**src/include/tcc_defs.svh**
```systemverilog
// constants for the timer capture/compare block
`ifndef TCC_DEFS_SVH
`define TCC_DEFS_SVH

// register indices, byte address is four times the index
`define TCC_CTL_IDX 32'hFFFF_F5A0
`define TCC_COMPARE_BUFFER_A_IDX 32'hFFFF_F5A6
`define TCC_COMPARE_BUFFER_B_IDX 32'hFFFF_F5A8
`define TCC_CNT_IDX 32'hFFFF_F5AE

// reset and counter values
`define TCC_CCR_RST 16'h0000
`define TCC_CTL_RST 16'h0000
`define TCC_CNT_ZERO 16'h0000
`define TCC_CNT_TOP 16'hFFFF
`define TCC_CNT_ONE 16'h0001
`define TCC_RD_ZERO 32'h0000_0000

// byte lanes of a full 16-bit access
`define TCC_SEL_HALF 2'b11

`endif

```
**src/include/tcc_pkg.sv**
```systemverilog
// types for the timer capture/compare block
`default_nettype none

package tcc_pkg;

  // operating modes
  typedef enum logic [2:0] {
    TCC_MODE_INTERVAL = 3'h0,
    TCC_MODE_EVENT = 3'h1,
    TCC_MODE_EXT_TRIG = 3'h2,
    TCC_MODE_ONE_SHOT = 3'h3,
    TCC_MODE_PWM = 3'h4,
    TCC_MODE_FREE_RUN = 3'h5,
    TCC_MODE_PULSE_MEAS = 3'h6,
    TCC_MODE_SPARE = 3'h7
  } tcc_mode_t;

  // counter sequencer states, one-hot
  typedef enum logic [3:0] {
    TCC_ST_OFF = 4'h1,
    TCC_ST_ARM = 4'h2,
    TCC_ST_WAIT = 4'h4,
    TCC_ST_RUN = 4'h8
  } tcc_state_t;

  // control register layout, lsb is count enable
  typedef struct packed {
    logic [1:0] spare;
    logic software_trigger_bit;
    logic external_event_enable;
    logic edge_select_high_b;
    logic edge_select_low_b;
    logic edge_select_high;
    logic edge_select_low;
    logic out_enable_b;
    logic out_enable_a;
    logic capture_select_b;
    logic capture_select_a;
    tcc_mode_t mode;
    logic count_enable_bit;
  } tcc_ctl_t;

endpackage

`default_nettype wire

```
**src/core/tcc_top.sv**
```systemverilog
// timer capture/compare channels with counter read-back, wishbone slave
//
// Function
// (RL1) channel 0 writes accepted while counting
// (RL2) channel 0 match raises its interrupt
// (RL3) channel 0 match toggles enabled output
// (RL4) cycle modes clear counter on channel 0 match
// (RL5) free-run capture latches count into channel 0
// (RL6) pulse measure capture 0 latches and clears
// (RL7) channel 0 reads stay consistent during capture
// (RL8) anytime or batch write chosen by mode
// (RL9) channel 1 role follows mode and select
// (RL10) channel 1 writes accepted while counting
// (RL11) channel 1 match interrupts, toggles enabled output
// (RL12) free-run capture latches count into channel 1
// (RL13) pulse measure capture 1 latches and clears
// (RL14) channel 1 reads stay consistent during capture
// (RL15) channel 1 read/write, 16-bit, resets zero
// (RL16) software avoids access on slow clocks
// (RL17) read-back is read-only live count
// (RL18) read-back shows zero while disabled
// (RL19) triggers honoured only in trigger modes
// (RL20) software disables capture edges in event mode
// (RL21) software selects internal clock in some modes
// (RL22) channel 0 role follows mode and select
// (RL23) enable moves counter from top to zero
// (RL24) batch values load at cycle-end clear
`timescale 1ns/10ps
`default_nettype none
`include "tcc_defs.svh"

module tcc_top #(
  parameter int AW = 8
) (
  input wire logic ref_clk,
  input wire logic rst_n,
  input wire logic wb_cyc_i,
  input wire logic wb_stb_i,
  input wire logic wb_we_i,
  input wire logic [AW-1:0] wb_adr_i,
  input wire logic [3:0] wb_sel_i,
  input wire logic [31:0] wb_dat_i,
  output logic [31:0] wb_dat_o,
  output logic wb_ack_o,
  input wire logic capture_in_a,
  input wire logic capture_in_b,
  output logic timer_out_a,
  output logic timer_out_b,
  output logic match_irq_a,
  output logic match_irq_b
);

  // ****************************************
  // elaboration checks
  // ****************************************
  // the index decode needs at least six word-address bits
  generate
    if (AW < 8) begin : g_aw_check
      $error("tcc_top: AW must be at least 8");
    end
  endgenerate

  // ****************************************
  // functions
  // ****************************************
  // word address compare against a register index
  function automatic logic reg_hit(input logic [AW-1:0] adr, input logic [31:0] idx);
    reg_hit = (adr[AW-1:2] == idx[AW-3:0]);
  endfunction

  // valid edge per select bits, low bit rising, high bit falling
  function automatic logic edge_ok(input logic hi, input logic lo,
                                   input logic prev, input logic cur);
    edge_ok = (hi & prev & ~cur) | (lo & ~prev & cur);
  endfunction

  // ****************************************
  // declarations
  // ****************************************
  tcc_pkg::tcc_ctl_t ctl_q;
  tcc_pkg::tcc_ctl_t wctl;
  tcc_pkg::tcc_state_t st_q;
  logic [15:0] cnt_q;
  logic [15:0] ccr_a_q;
  logic [15:0] ccr_b_q;
  logic [15:0] buf_a_q;
  logic [15:0] buf_b_q;
  logic sw_trig_q;
  logic ack_q;
  logic [31:0] dat_q;
  logic [31:0] rd_d;
  logic in_a_s1_q;
  logic in_a_s2_q;
  logic in_a_p_q;
  logic in_b_s1_q;
  logic in_b_s2_q;
  logic in_b_p_q;
  logic out_a_q;
  logic out_b_q;
  logic irq_a_q;
  logic irq_b_q;
  logic req;
  logic wr_ok;
  logic wr_ctl;
  logic wr_ccr_a;
  logic wr_ccr_b;
  logic is_free;
  logic is_meas;
  logic is_batch;
  logic is_cycle;
  logic is_trig;
  logic a_cap;
  logic b_cap;
  logic running;
  logic tick;
  logic trig;
  logic cap_a;
  logic cap_b;
  logic match_a;
  logic match_b;
  logic cyc_clr;
  logic start;

  // ****************************************
  // bus decode
  // ****************************************
  // a write takes effect in the cycle the ack is raised
  assign req = wb_cyc_i & wb_stb_i & ~ack_q;
  assign wr_ok = req & wb_we_i & (wb_sel_i[1:0] == `TCC_SEL_HALF);
  assign wr_ctl = wr_ok & reg_hit(wb_adr_i, `TCC_CTL_IDX);
  assign wr_ccr_a = wr_ok & reg_hit(wb_adr_i, `TCC_COMPARE_BUFFER_A_IDX);
  assign wr_ccr_b = wr_ok & reg_hit(wb_adr_i, `TCC_COMPARE_BUFFER_B_IDX); // RL15
  assign wctl = tcc_pkg::tcc_ctl_t'(wb_dat_i[15:0]);

  // ****************************************
  // mode decode
  // ****************************************
  // role and write discipline of the channels
  assign is_free = (ctl_q.mode == tcc_pkg::TCC_MODE_FREE_RUN);
  assign is_meas = (ctl_q.mode == tcc_pkg::TCC_MODE_PULSE_MEAS);
  assign is_batch = (ctl_q.mode == tcc_pkg::TCC_MODE_EXT_TRIG) |
                    (ctl_q.mode == tcc_pkg::TCC_MODE_PWM); // RL8
  assign is_trig = (ctl_q.mode == tcc_pkg::TCC_MODE_EXT_TRIG) |
                   (ctl_q.mode == tcc_pkg::TCC_MODE_ONE_SHOT);
  assign is_cycle = (ctl_q.mode == tcc_pkg::TCC_MODE_INTERVAL) |
                    (ctl_q.mode == tcc_pkg::TCC_MODE_EVENT) |
                    is_trig | (ctl_q.mode == tcc_pkg::TCC_MODE_PWM);
  assign a_cap = is_meas | (is_free & ctl_q.capture_select_a); // RL22
  assign b_cap = is_meas | (is_free & ctl_q.capture_select_b); // RL9

  // ****************************************
  // input synchronisers
  // ****************************************
  // two flops per pin, a third stage for edge detection
  always_ff @(posedge ref_clk) begin
    if (!rst_n) begin
      in_a_s1_q <= 1'b0;
      in_a_s2_q <= 1'b0;
      in_a_p_q <= 1'b0;
      in_b_s1_q <= 1'b0;
      in_b_s2_q <= 1'b0;
      in_b_p_q <= 1'b0;
    end else begin
      in_a_s1_q <= capture_in_a;
      in_a_s2_q <= in_a_s1_q;
      in_a_p_q <= in_a_s2_q;
      in_b_s1_q <= capture_in_b;
      in_b_s2_q <= in_b_s1_q;
      in_b_p_q <= in_b_s2_q;
    end
  end

  // ****************************************
  // count events
  // ****************************************
  // count clock is ref_clk, or rising edges of input a
  assign tick = ctl_q.external_event_enable ? (~in_a_p_q & in_a_s2_q) : 1'b1;
  assign running = (st_q == tcc_pkg::TCC_ST_RUN);
  assign start = (st_q == tcc_pkg::TCC_ST_ARM) & tick;

  // triggers only act in the two trigger modes
  assign trig = is_trig & (sw_trig_q |
                edge_ok(ctl_q.edge_select_high, ctl_q.edge_select_low,
                        in_a_p_q, in_a_s2_q)); // RL19

  // capture edges while running in a capture role
  assign cap_a = running & a_cap & edge_ok(ctl_q.edge_select_high,
                 ctl_q.edge_select_low, in_a_p_q, in_a_s2_q);
  assign cap_b = running & b_cap & edge_ok(ctl_q.edge_select_high_b,
                 ctl_q.edge_select_low_b, in_b_p_q, in_b_s2_q);

  // compare matches against the buffers
  assign match_a = running & tick & ~a_cap & (cnt_q == buf_a_q); // RL2
  assign match_b = running & tick & ~b_cap & (cnt_q == buf_b_q); // RL11
  assign cyc_clr = match_a & is_cycle; // RL4

  // ****************************************
  // control register
  // ****************************************
  // software trigger bit reads as zero and acts as a pulse
  always_ff @(posedge ref_clk) begin
    if (!rst_n) begin
      ctl_q <= tcc_pkg::tcc_ctl_t'(`TCC_CTL_RST);
      sw_trig_q <= 1'b0;
    end else begin
      sw_trig_q <= wr_ctl & wctl.software_trigger_bit;
      if (wr_ctl) begin
        ctl_q <= wctl;
        ctl_q.software_trigger_bit <= 1'b0;
        ctl_q.spare <= 2'b00;
      end
    end
  end

  // ****************************************
  // counter sequencer
  // ****************************************
  // off holds the top value, arm waits one count clock
  always_ff @(posedge ref_clk) begin
    if (!rst_n) begin
      st_q <= tcc_pkg::TCC_ST_OFF;
    end else if (!ctl_q.count_enable_bit) begin
      st_q <= tcc_pkg::TCC_ST_OFF;
    end else begin
      case (st_q)
        tcc_pkg::TCC_ST_OFF: begin
          st_q <= tcc_pkg::TCC_ST_ARM;
        end
        tcc_pkg::TCC_ST_ARM: begin
          if (tick) begin
            st_q <= is_trig ? tcc_pkg::TCC_ST_WAIT : tcc_pkg::TCC_ST_RUN;
          end
        end
        tcc_pkg::TCC_ST_WAIT: begin
          if (trig) begin
            st_q <= tcc_pkg::TCC_ST_RUN;
          end
        end
        tcc_pkg::TCC_ST_RUN: begin
          // one-shot ends its pulse at the cycle match
          if (cyc_clr && (ctl_q.mode == tcc_pkg::TCC_MODE_ONE_SHOT)) begin
            st_q <= tcc_pkg::TCC_ST_WAIT;
          end
        end
        default: begin
          st_q <= tcc_pkg::TCC_ST_OFF;
        end
      endcase
    end
  end

  // ****************************************
  // 16-bit counter
  // ****************************************
  // wraps past the top value in free-running use
  always_ff @(posedge ref_clk) begin
    if (!rst_n) begin
      cnt_q <= `TCC_CNT_TOP;
    end else if (!ctl_q.count_enable_bit) begin
      cnt_q <= `TCC_CNT_TOP;
    end else if (start) begin
      cnt_q <= `TCC_CNT_ZERO; // RL23
    end else if ((st_q == tcc_pkg::TCC_ST_WAIT) && trig) begin
      cnt_q <= `TCC_CNT_ZERO;
    end else if (running && is_meas && (cap_a || cap_b)) begin
      cnt_q <= `TCC_CNT_ZERO; // RL6 RL13
    end else if (running && trig && (ctl_q.mode == tcc_pkg::TCC_MODE_EXT_TRIG)) begin
      cnt_q <= `TCC_CNT_ZERO;
    end else if (cyc_clr) begin
      cnt_q <= `TCC_CNT_ZERO; // RL4
    end else if (running && tick) begin
      cnt_q <= cnt_q + `TCC_CNT_ONE;
    end
  end

  // ****************************************
  // channel registers
  // ****************************************
  // a capture in the same cycle as a write wins
  always_ff @(posedge ref_clk) begin
    if (!rst_n) begin
      ccr_a_q <= `TCC_CCR_RST;
    end else if (cap_a) begin
      ccr_a_q <= cnt_q; // RL5 RL6
    end else if (wr_ccr_a) begin
      ccr_a_q <= wb_dat_i[15:0]; // RL1
    end
  end

  always_ff @(posedge ref_clk) begin
    if (!rst_n) begin
      ccr_b_q <= `TCC_CCR_RST; // RL15
    end else if (cap_b) begin
      ccr_b_q <= cnt_q; // RL12 RL13
    end else if (wr_ccr_b) begin
      ccr_b_q <= wb_dat_i[15:0]; // RL10
    end
  end

  // ****************************************
  // compare buffers
  // ****************************************
  // anytime write loads at once, batch write at the cycle-end clear
  always_ff @(posedge ref_clk) begin
    if (!rst_n) begin
      buf_a_q <= `TCC_CCR_RST;
    end else if (wr_ccr_a && !is_batch) begin
      buf_a_q <= wb_dat_i[15:0]; // RL24 RL8
    end else if (start || (cyc_clr && is_batch)) begin
      buf_a_q <= ccr_a_q; // RL24
    end
  end

  always_ff @(posedge ref_clk) begin
    if (!rst_n) begin
      buf_b_q <= `TCC_CCR_RST;
    end else if (wr_ccr_b && !is_batch) begin
      buf_b_q <= wb_dat_i[15:0]; // RL24 RL8
    end else if (start || (cyc_clr && is_batch)) begin
      buf_b_q <= ccr_b_q; // RL24
    end
  end

  // ****************************************
  // timer outputs and interrupt pulses
  // ****************************************
  // a disabled output sits low and does not toggle
  always_ff @(posedge ref_clk) begin
    if (!rst_n) begin
      out_a_q <= 1'b0;
    end else if (!ctl_q.out_enable_a) begin
      out_a_q <= 1'b0;
    end else if (match_a ||
                 (start && (ctl_q.mode == tcc_pkg::TCC_MODE_INTERVAL))) begin
      out_a_q <= ~out_a_q; // RL3
    end
  end

  always_ff @(posedge ref_clk) begin
    if (!rst_n) begin
      out_b_q <= 1'b0;
    end else if (!ctl_q.out_enable_b) begin
      out_b_q <= 1'b0;
    end else if (match_b) begin
      out_b_q <= ~out_b_q; // RL11
    end
  end

  // one-cycle match request pulses
  always_ff @(posedge ref_clk) begin
    if (!rst_n) begin
      irq_a_q <= 1'b0;
      irq_b_q <= 1'b0;
    end else begin
      irq_a_q <= match_a; // RL2
      irq_b_q <= match_b; // RL11
    end
  end

  // ****************************************
  // read path
  // ****************************************
  // read-back hides the top value while disabled
  always_comb begin
    rd_d = `TCC_RD_ZERO;
    if (reg_hit(wb_adr_i, `TCC_CTL_IDX)) begin
      rd_d[15:0] = ctl_q;
    end else if (reg_hit(wb_adr_i, `TCC_COMPARE_BUFFER_A_IDX)) begin
      rd_d[15:0] = ccr_a_q; // RL7
    end else if (reg_hit(wb_adr_i, `TCC_COMPARE_BUFFER_B_IDX)) begin
      rd_d[15:0] = ccr_b_q; // RL14
    end else if (reg_hit(wb_adr_i, `TCC_CNT_IDX)) begin
      rd_d[15:0] = ctl_q.count_enable_bit ? cnt_q : `TCC_CNT_ZERO; // RL17 RL18
    end
  end

  // whole-word snapshot taken in one edge, so a capture never tears it
  always_ff @(posedge ref_clk) begin
    if (!rst_n) begin
      ack_q <= 1'b0;
      dat_q <= `TCC_RD_ZERO;
    end else begin
      ack_q <= req;
      if (req) begin
        dat_q <= rd_d; // RL7 RL14
      end
    end
  end

  // ****************************************
  // output drive
  // ****************************************
  assign wb_ack_o = ack_q;
  assign wb_dat_o = dat_q;
  assign timer_out_a = out_a_q;
  assign timer_out_b = out_b_q;
  assign match_irq_a = irq_a_q;
  assign match_irq_b = irq_b_q;

endmodule // tcc_top

`default_nettype wire

```
**config.mk**
```make
export PLATFORM = sky130hd
export DESIGN_NAME = tcc_top
export DESIGN_NICKNAME = d
export VERILOG_FILES = /design/src/include/tcc_pkg.sv /design/src/core/tcc_top.sv
export VERILOG_INCLUDE_DIRS = /design/src /design/src/include
export SDC_FILE = /design/constraint.sdc
export NUM_CORES = 1
export LEC_CHECK = 0
export BUFFER_PORTS_ARGS = -buffer_cell sky130_fd_sc_hd__buf_4
export CORE_ASPECT_RATIO = 1.4
export CORE_MARGIN = 2
export CORE_UTILIZATION = 43
export DETAILED_ROUTE_END_ITERATION = 8
export GPL_TIMING_DRIVEN = 0
export PLACE_DENSITY = 0.74
export SYNTH_ARGS = -nofsm -noshare
export SYNTH_HDL_FRONTEND = slang
export SYNTH_SLANG_ARGS = --single-unit
```
**constraint.sdc**
```tcl
create_clock -name ref_clk -period 2.5 [get_ports ref_clk]
set_clock_uncertainty 0.15 [all_clocks]
set_input_delay 0.125 -clock ref_clk [delete_from_list [all_inputs] [get_ports ref_clk]]
set_output_delay 0.125 -clock ref_clk [all_outputs]
set_load 0.01 [all_outputs]
```
After elaboration in Yosys (flattened, before gate mapping):

Cells that the tools add are included.

* bitwise operators: 50
* eq/ne operators: 20
* $add $sub $neg: 1
* muxes and demuxes: 25
* reduce and logical (&&, ||, !) cells: 25

Operators with widths (number)
* $mux W16: 19
* $eq A16 B16 Y1: 2
* $and A1 B1 Y1: 31
* $eq A6 B6 Y1 const B: 4
* $add A16 B1 Y16 const B: 1
* $mux W4: 4
* $pmux W4 S4: 1
* $logic_and A1 B1 Y1: 11
* $or A1 B1 Y1: 10
* $eq A3 B3 Y1 const B: 3
* $not A1 Y1: 9
* $reduce_bool A2 Y1: 4
* $eq A3 B2 Y1 const B: 2
* $reduce_and A2 Y1: 3
* $reduce_bool A6 Y1: 1
* $eq A4 B1 Y1 const B: 1
* $eq A4 B2 Y1 const B: 1
* $eq A4 B3 Y1 const B: 1
* $eq A4 B4 Y1 const B: 1
* $ne A2 B2 Y1 const B: 2
* $eq A3 B1 Y1 const B: 1
* $logic_not A3 Y1: 1
* $logic_or A1 B1 Y1: 3
* $reduce_and A3 Y1: 1
* 4 further kinds: 4

* output and inout port bits: 37
* logic and storage cells: 151
* register bits after elaboration: 125
* bits of input ports: 51

Logic depth before layout (Yosys ltp):

* word-level depth: 12
* gate-level depth with buffers: 9
* depth with buffers taken out: 5

Worst setup path after synthesis:

OpenSTA, ideal clock, no wires.

* path type: reg2reg
* from: reg st_q[2]
* to: reg buf_b_q[10]
* path slack: -0.082 ns
* library setup time: 0.126 ns
* arrival: 2.306 ns
* required time: 2.224 ns
* clock period less this slack: 2.582 ns
* stages on the path, launching flop included: 8
* path through: dfxtp_1 > buf_6 > or4b_4 > a21o_4 > or4_4 > o311ai_4 > buf_6 > o211ai_1

* longest elaborated chain between the ends: 8

RTL lines
* start, declared: RTL line tcc_top.sv:82 `tcc_pkg::tcc_state_t st_q;`
* start signal, assigned: RTL line tcc_top.sv:221 `st_q <= tcc_pkg::TCC_ST_OFF;`
* start signal, assigned: RTL line tcc_top.sv:223 `st_q <= tcc_pkg::TCC_ST_OFF;`
* start signal, assigned: RTL line tcc_top.sv:227 `st_q <= tcc_pkg::TCC_ST_ARM;`
* $eq A4 B4 Y1: RTL line tcc_top.sv:178 `assign running = (st_q == tcc_pkg::TCC_ST_RUN);`
* $and A1 B1 Y1 (3 in a row): RTL line tcc_top.sv:193 `assign match_a = running & tick & ~a_cap & (cnt_q == buf_a_q);`
* $and A1 B1 Y1: RTL line tcc_top.sv:195 `assign cyc_clr = match_a & is_cycle;`
* $logic_and A1 B1 Y1: RTL line tcc_top.sv:319 `end else if (start || (cyc_clr && is_batch)) begin`
* $logic_or A1 B1 Y1 *: RTL line tcc_top.sv:319
* $reduce_bool A2 Y1 (no source line) *
* end signal, assigned: RTL line tcc_top.sv:316 `` buf_b_q <= `TCC_CCR_RST; ``
* end signal, assigned: RTL line tcc_top.sv:318 `buf_b_q <= wb_dat_i[15:0];`
* end signal, assigned: RTL line tcc_top.sv:320 `buf_b_q <= ccr_b_q;`
* end, declared: RTL line tcc_top.sv:87 `logic [15:0] buf_b_q;`

Every way passes the cells marked *; elsewhere a longest branch is shown, timed or not.
A chain may end at the register's enable or synchronous reset.

Worst setup path in the final report:

* from: reg cnt_q[4]
* to: reg buf_b_q[0]

* longest elaborated chain between the ends: 6

RTL lines
* start, declared: RTL line tcc_top.sv:83 `logic [15:0] cnt_q;`
* start signal, assigned: RTL line tcc_top.sv:258 `` cnt_q <= `TCC_CNT_TOP; ``
* start signal, assigned: RTL line tcc_top.sv:260 `` cnt_q <= `TCC_CNT_TOP; ``
* start signal, assigned: RTL line tcc_top.sv:262 `` cnt_q <= `TCC_CNT_ZERO; ``
* $eq A16 B16 Y1: RTL line tcc_top.sv:193
* $and A1 B1 Y1: RTL line tcc_top.sv:193
* $and A1 B1 Y1: RTL line tcc_top.sv:195
* $logic_and A1 B1 Y1: RTL line tcc_top.sv:319
* $logic_or A1 B1 Y1: RTL line tcc_top.sv:319
* $reduce_bool A2 Y1 (no source line)

No other way between the ends.

==> results.cfg <==
[status]
outcome = finished with violations
failing_checks = negative setup slack

[power]
power.share.clock = 0.535
power_report.internal_total_mw = 3.829
sw_frac_of_total = 0.2342
power_density_mw_per_mm2 = 570.8
power_frac_comb = 0.060
total_leakage_power_nw = 3.047
power_switching_mw = 1.171
post-layout-total-power_mw = 5.000
seq_power_share = 0.405
vdd.ir_drop.worst_v = 0.0003189

[worst_setup_path]
critPathArrivalTime_ps = 2750
path_max_fanout = 7
crit-reg2reg-capture = buf_b_q[0]
reg2reg_setup_slack_ps = -110
worstPathBufferInverterCount = 2
reg2reg_depth = 7
crit_start = cnt_q[4]
timing_worst_setup_path_type = reg2reg
crit_slowest_cell = sky130_fd_sc_hd__dfxtp_1
critical_path_required_time_ps = 2640
worstPathCellList = xnor2_1, nand2_1, or4_4, o311ai_4, buf_12, buf_4, o211ai_1
timing.critical_path.to = buf_b_q[0]
critPathCaptureType = flip-flop
worst-path-stages = 7
start_kind = flip-flop
cp_top_family = flip-flops
timing.rr.start = cnt_q[4]
max_stage_delay_ps = 720

[synth]
synth-edff-count = 0
ys_top_cells_by_area = sky130_fd_sc_hd__dfxtp_1 36%, sky130_fd_sc_hd__nand2_1 6.0%, sky130_fd_sc_hd__xor2_1 4.8%, sky130_fd_sc_hd__mux2i_1 4.8%, sky130_fd_sc_hd__clkbuf_1 4.0%
postSynth.asyncResetShare = 0
yosysWarnings = 0
postSynthAreaPerCell_um2 = 8.281
synthesized_area_mm2 = 0.006923
postSynth.topFlopCell = sky130_fd_sc_hd__dfxtp_1
synthDistinctLibCells = 62
synth_area_leader_cell = sky130_fd_sc_hd__dfxtp_1
yosys_top_cell_area_share = 0.3615
part_of_the_yosys_area_used_for_sequential_elements = 0.3615
synth-seq-cells = 125
postSynthCellCount = 836

[die]
initial_core_util = 0.4417
die_h_um = 154.1
floorplan.core_area_mm2 = 0.01568
boundaryPins = 88
placementRows = 54
fp.dieArea_mm2 = 0.01714
die_width_um = 111.2

[global_routing]
grt_start_max_net_pins = 17
globalRouteOverflowTotal = 0
grt_first_pass_wirelength_mm = 39.67
via_count_of_the_first_global_routing_pass = 6810
grt.total_usage = 0.3011
initial_antenna_violation_count = 0

[drt]
routed_wire_length_per_instance_um = 22.97
route.antenna.remaining_nets = 0
viasPerCell = 6.317
drcViolationCount = 0
dr.max_layer_used = met4
route.layer.met1.wl_mm = 9.289
drt_pass1_iterations = 7
wirelength_routed_mm = 26.28
num_vias = 7227
met3_wirelength_mm = 2.575
drt_first_iter_violations = 829
met2_length_mm = 12.03

[timing]
drv_slew = 0
final-setup-viol-count = 24
grt_setup_unrepaired = yes
hold_viol = 0
max_freq_mhz = 383.0
relSlewSlack = 0.3495
tightest_slew_ps = 967.7
timing.final.crit_share = 1.044
setup_slack_ps = -110.6
finalCriticalPeriod_ps = 2611

[clock_tree]
cts.htree.levels = 4
cts.path.max_buffers = 2
cts_num_sinks = 125
clock-root-buffer = sky130_fd_sc_hd__clkbuf_16
worst_setup_hold_path_clk_slew_ps = 60
worst_skew_pair.late_latency_ps = 420
cts_bufs_inserted = 17
cts_tree = done

[placed_design]
place_ws_ps = -827.7
numPortBuffers = 50
gpl.final_weighted_congestion = 1.040
dp_wirelength_mm = 18.27

[final_layout]
post-route-util = 0.5588
flow.area_growth_from_synthesis_pct = 26.53
final_layout_size_suffix_gt1_frac = 0.2194
final_net_count = 987
final_cell_mix = 111 x sky130_fd_sc_hd__nand2_1, 111 x sky130_fd_sc_hd__dfxtp_1, 82 x sky130_fd_sc_hd__buf_4
diodes = 0

[worst_hold_path]
timing.hold.worst.class = in2reg

[job]
max_cap_viol_count = 0
[layer usage]
metal  track usage  vias up
met4        0.2257        0
met5             0        -
met3       0.07726      142
li1              -     3213
met1        0.3448     3419
met2        0.4817      453
[cell usage after synthesis (10+ instances only)]
library cell	count
sky130_fd_sc_hd__dfxtp_1	125
sky130_fd_sc_hd__a211oi_1	16
sky130_fd_sc_hd__and2_1	11
sky130_fd_sc_hd__clkbuf_1	74
sky130_fd_sc_hd__xnor2_1	11
sky130_fd_sc_hd__a311oi_1	19
sky130_fd_sc_hd__buf_4	19
sky130_fd_sc_hd__a222oi_1	13
sky130_fd_sc_hd__nor4_1	10
sky130_fd_sc_hd__o211ai_1	18
sky130_fd_sc_hd__a21o_1	17
sky130_fd_sc_hd__nor2_1	45
sky130_fd_sc_hd__a21oi_1	18
sky130_fd_sc_hd__inv_1	22
sky130_fd_sc_hd__o31ai_1	34
sky130_fd_sc_hd__nand2_1	111
sky130_fd_sc_hd__mux2_2	16
sky130_fd_sc_hd__nand3_1	24
sky130_fd_sc_hd__xor2_1	38
sky130_fd_sc_hd__o21ai_0	35
sky130_fd_sc_hd__a31oi_1	13
sky130_fd_sc_hd__nand4_1	44
sky130_fd_sc_hd__mux2i_1	33
[state kept, by name, summed over array words and instances, names as in the netlist, 4 cells and up]
| signal | count |
|---|---|
| buf_a_q | 16 |
| wb_dat_o | 16 |
| buf_b_q | 16 |
| ctl_q | 13 |
| ccr_b_q | 16 |
| st_q | 4 |
| cnt_q | 16 |
| ccr_a_q | 16 |
[power by group through the flow]
stage               clock network (mW)  registers (mW)  logic, mW
global placement                     0            2.07      0.256
CTS                               2.66            2.02      0.290
finish                            2.67            2.02      0.302
global route                      2.76            2.02      0.314
detailed placement                   0            2.07      0.256
floorplan                            0            2.07      0.115
[final cells by class]
cell class | count | area, um2
repair buffers | 87 | 738.2
plain buffers | 80 | 449.2
clock inverters | 14 | 193.9
multi-input cells | 602 | 4089
clock buffers | 18 | 439.2
well taps | 196 | 245.2
fillers | 1436 | 6915
inverters | 22 | 82.58
flip-flops and latches | 125 | 2522
[tightest hold or removal path, stage by stage]
cell and delay [ps]:
sky130_fd_sc_hd__buf_4 130, sky130_fd_sc_hd__nand2_1 90, sky130_fd_sc_hd__nor4_2 110, sky130_fd_sc_hd__nand2_1 80, sky130_fd_sc_hd__a31oi_1 70
[metrics by stage]
step,cell area [um2],TNS [ps],hold WS [ps],instances
global route,8760,-2882,116.7,1144
CTS,8641,-4353,64.15,1147
global placement,7600,-47270,185.7,1097
floorplan,6979,-716.7,102.3,851
detailed placement,7601,-48530,188.4,1097
finish,8760,-1638,94.91,1144
[how the worst min path moves through the flow]
stage,slack [ps],to,depth (start not counted),startpoint
after floorplan,100,in_a_s1_q,1,capture_in_a
after global routing,120,wb_dat_o[1],5,wb_adr_i[4]
after global placement,190,in_b_s1_q,2,capture_in_b
after CTS,60,wb_dat_o[1],5,wb_adr_i[4]
final,90,wb_dat_o[1],5,wb_adr_i[4]
after detailed placement,190,in_a_s1_q,2,capture_in_a
[cells by family (layout without fill, tap and decap cells)]
logic type	Yosys count	in the layout	synth area share
AND/OR/NAND/NOR	287	287	0.2102
AO/OA/AOI/OAI	200	200	0.2100
flip-flops	125	125	0.3615
buffers and inverters	124	221	0.08025
XOR/XNOR	49	49	0.06199
multiplexers	49	49	0.07374
adder cells (fa/ha/maj)	1	1	0.001807
other	1	16	0.0005417
[repair_timing]
item,4_1_cts,5_1_grt
hold buffers,18,0
pin swaps,24,13
cloned,2,0
endpoints found under the setup margin,100,93
resized for setup,48,45
hold endpoints to repair,52,0
setup buffers,14,3
(Power assumes the default switching activity.)
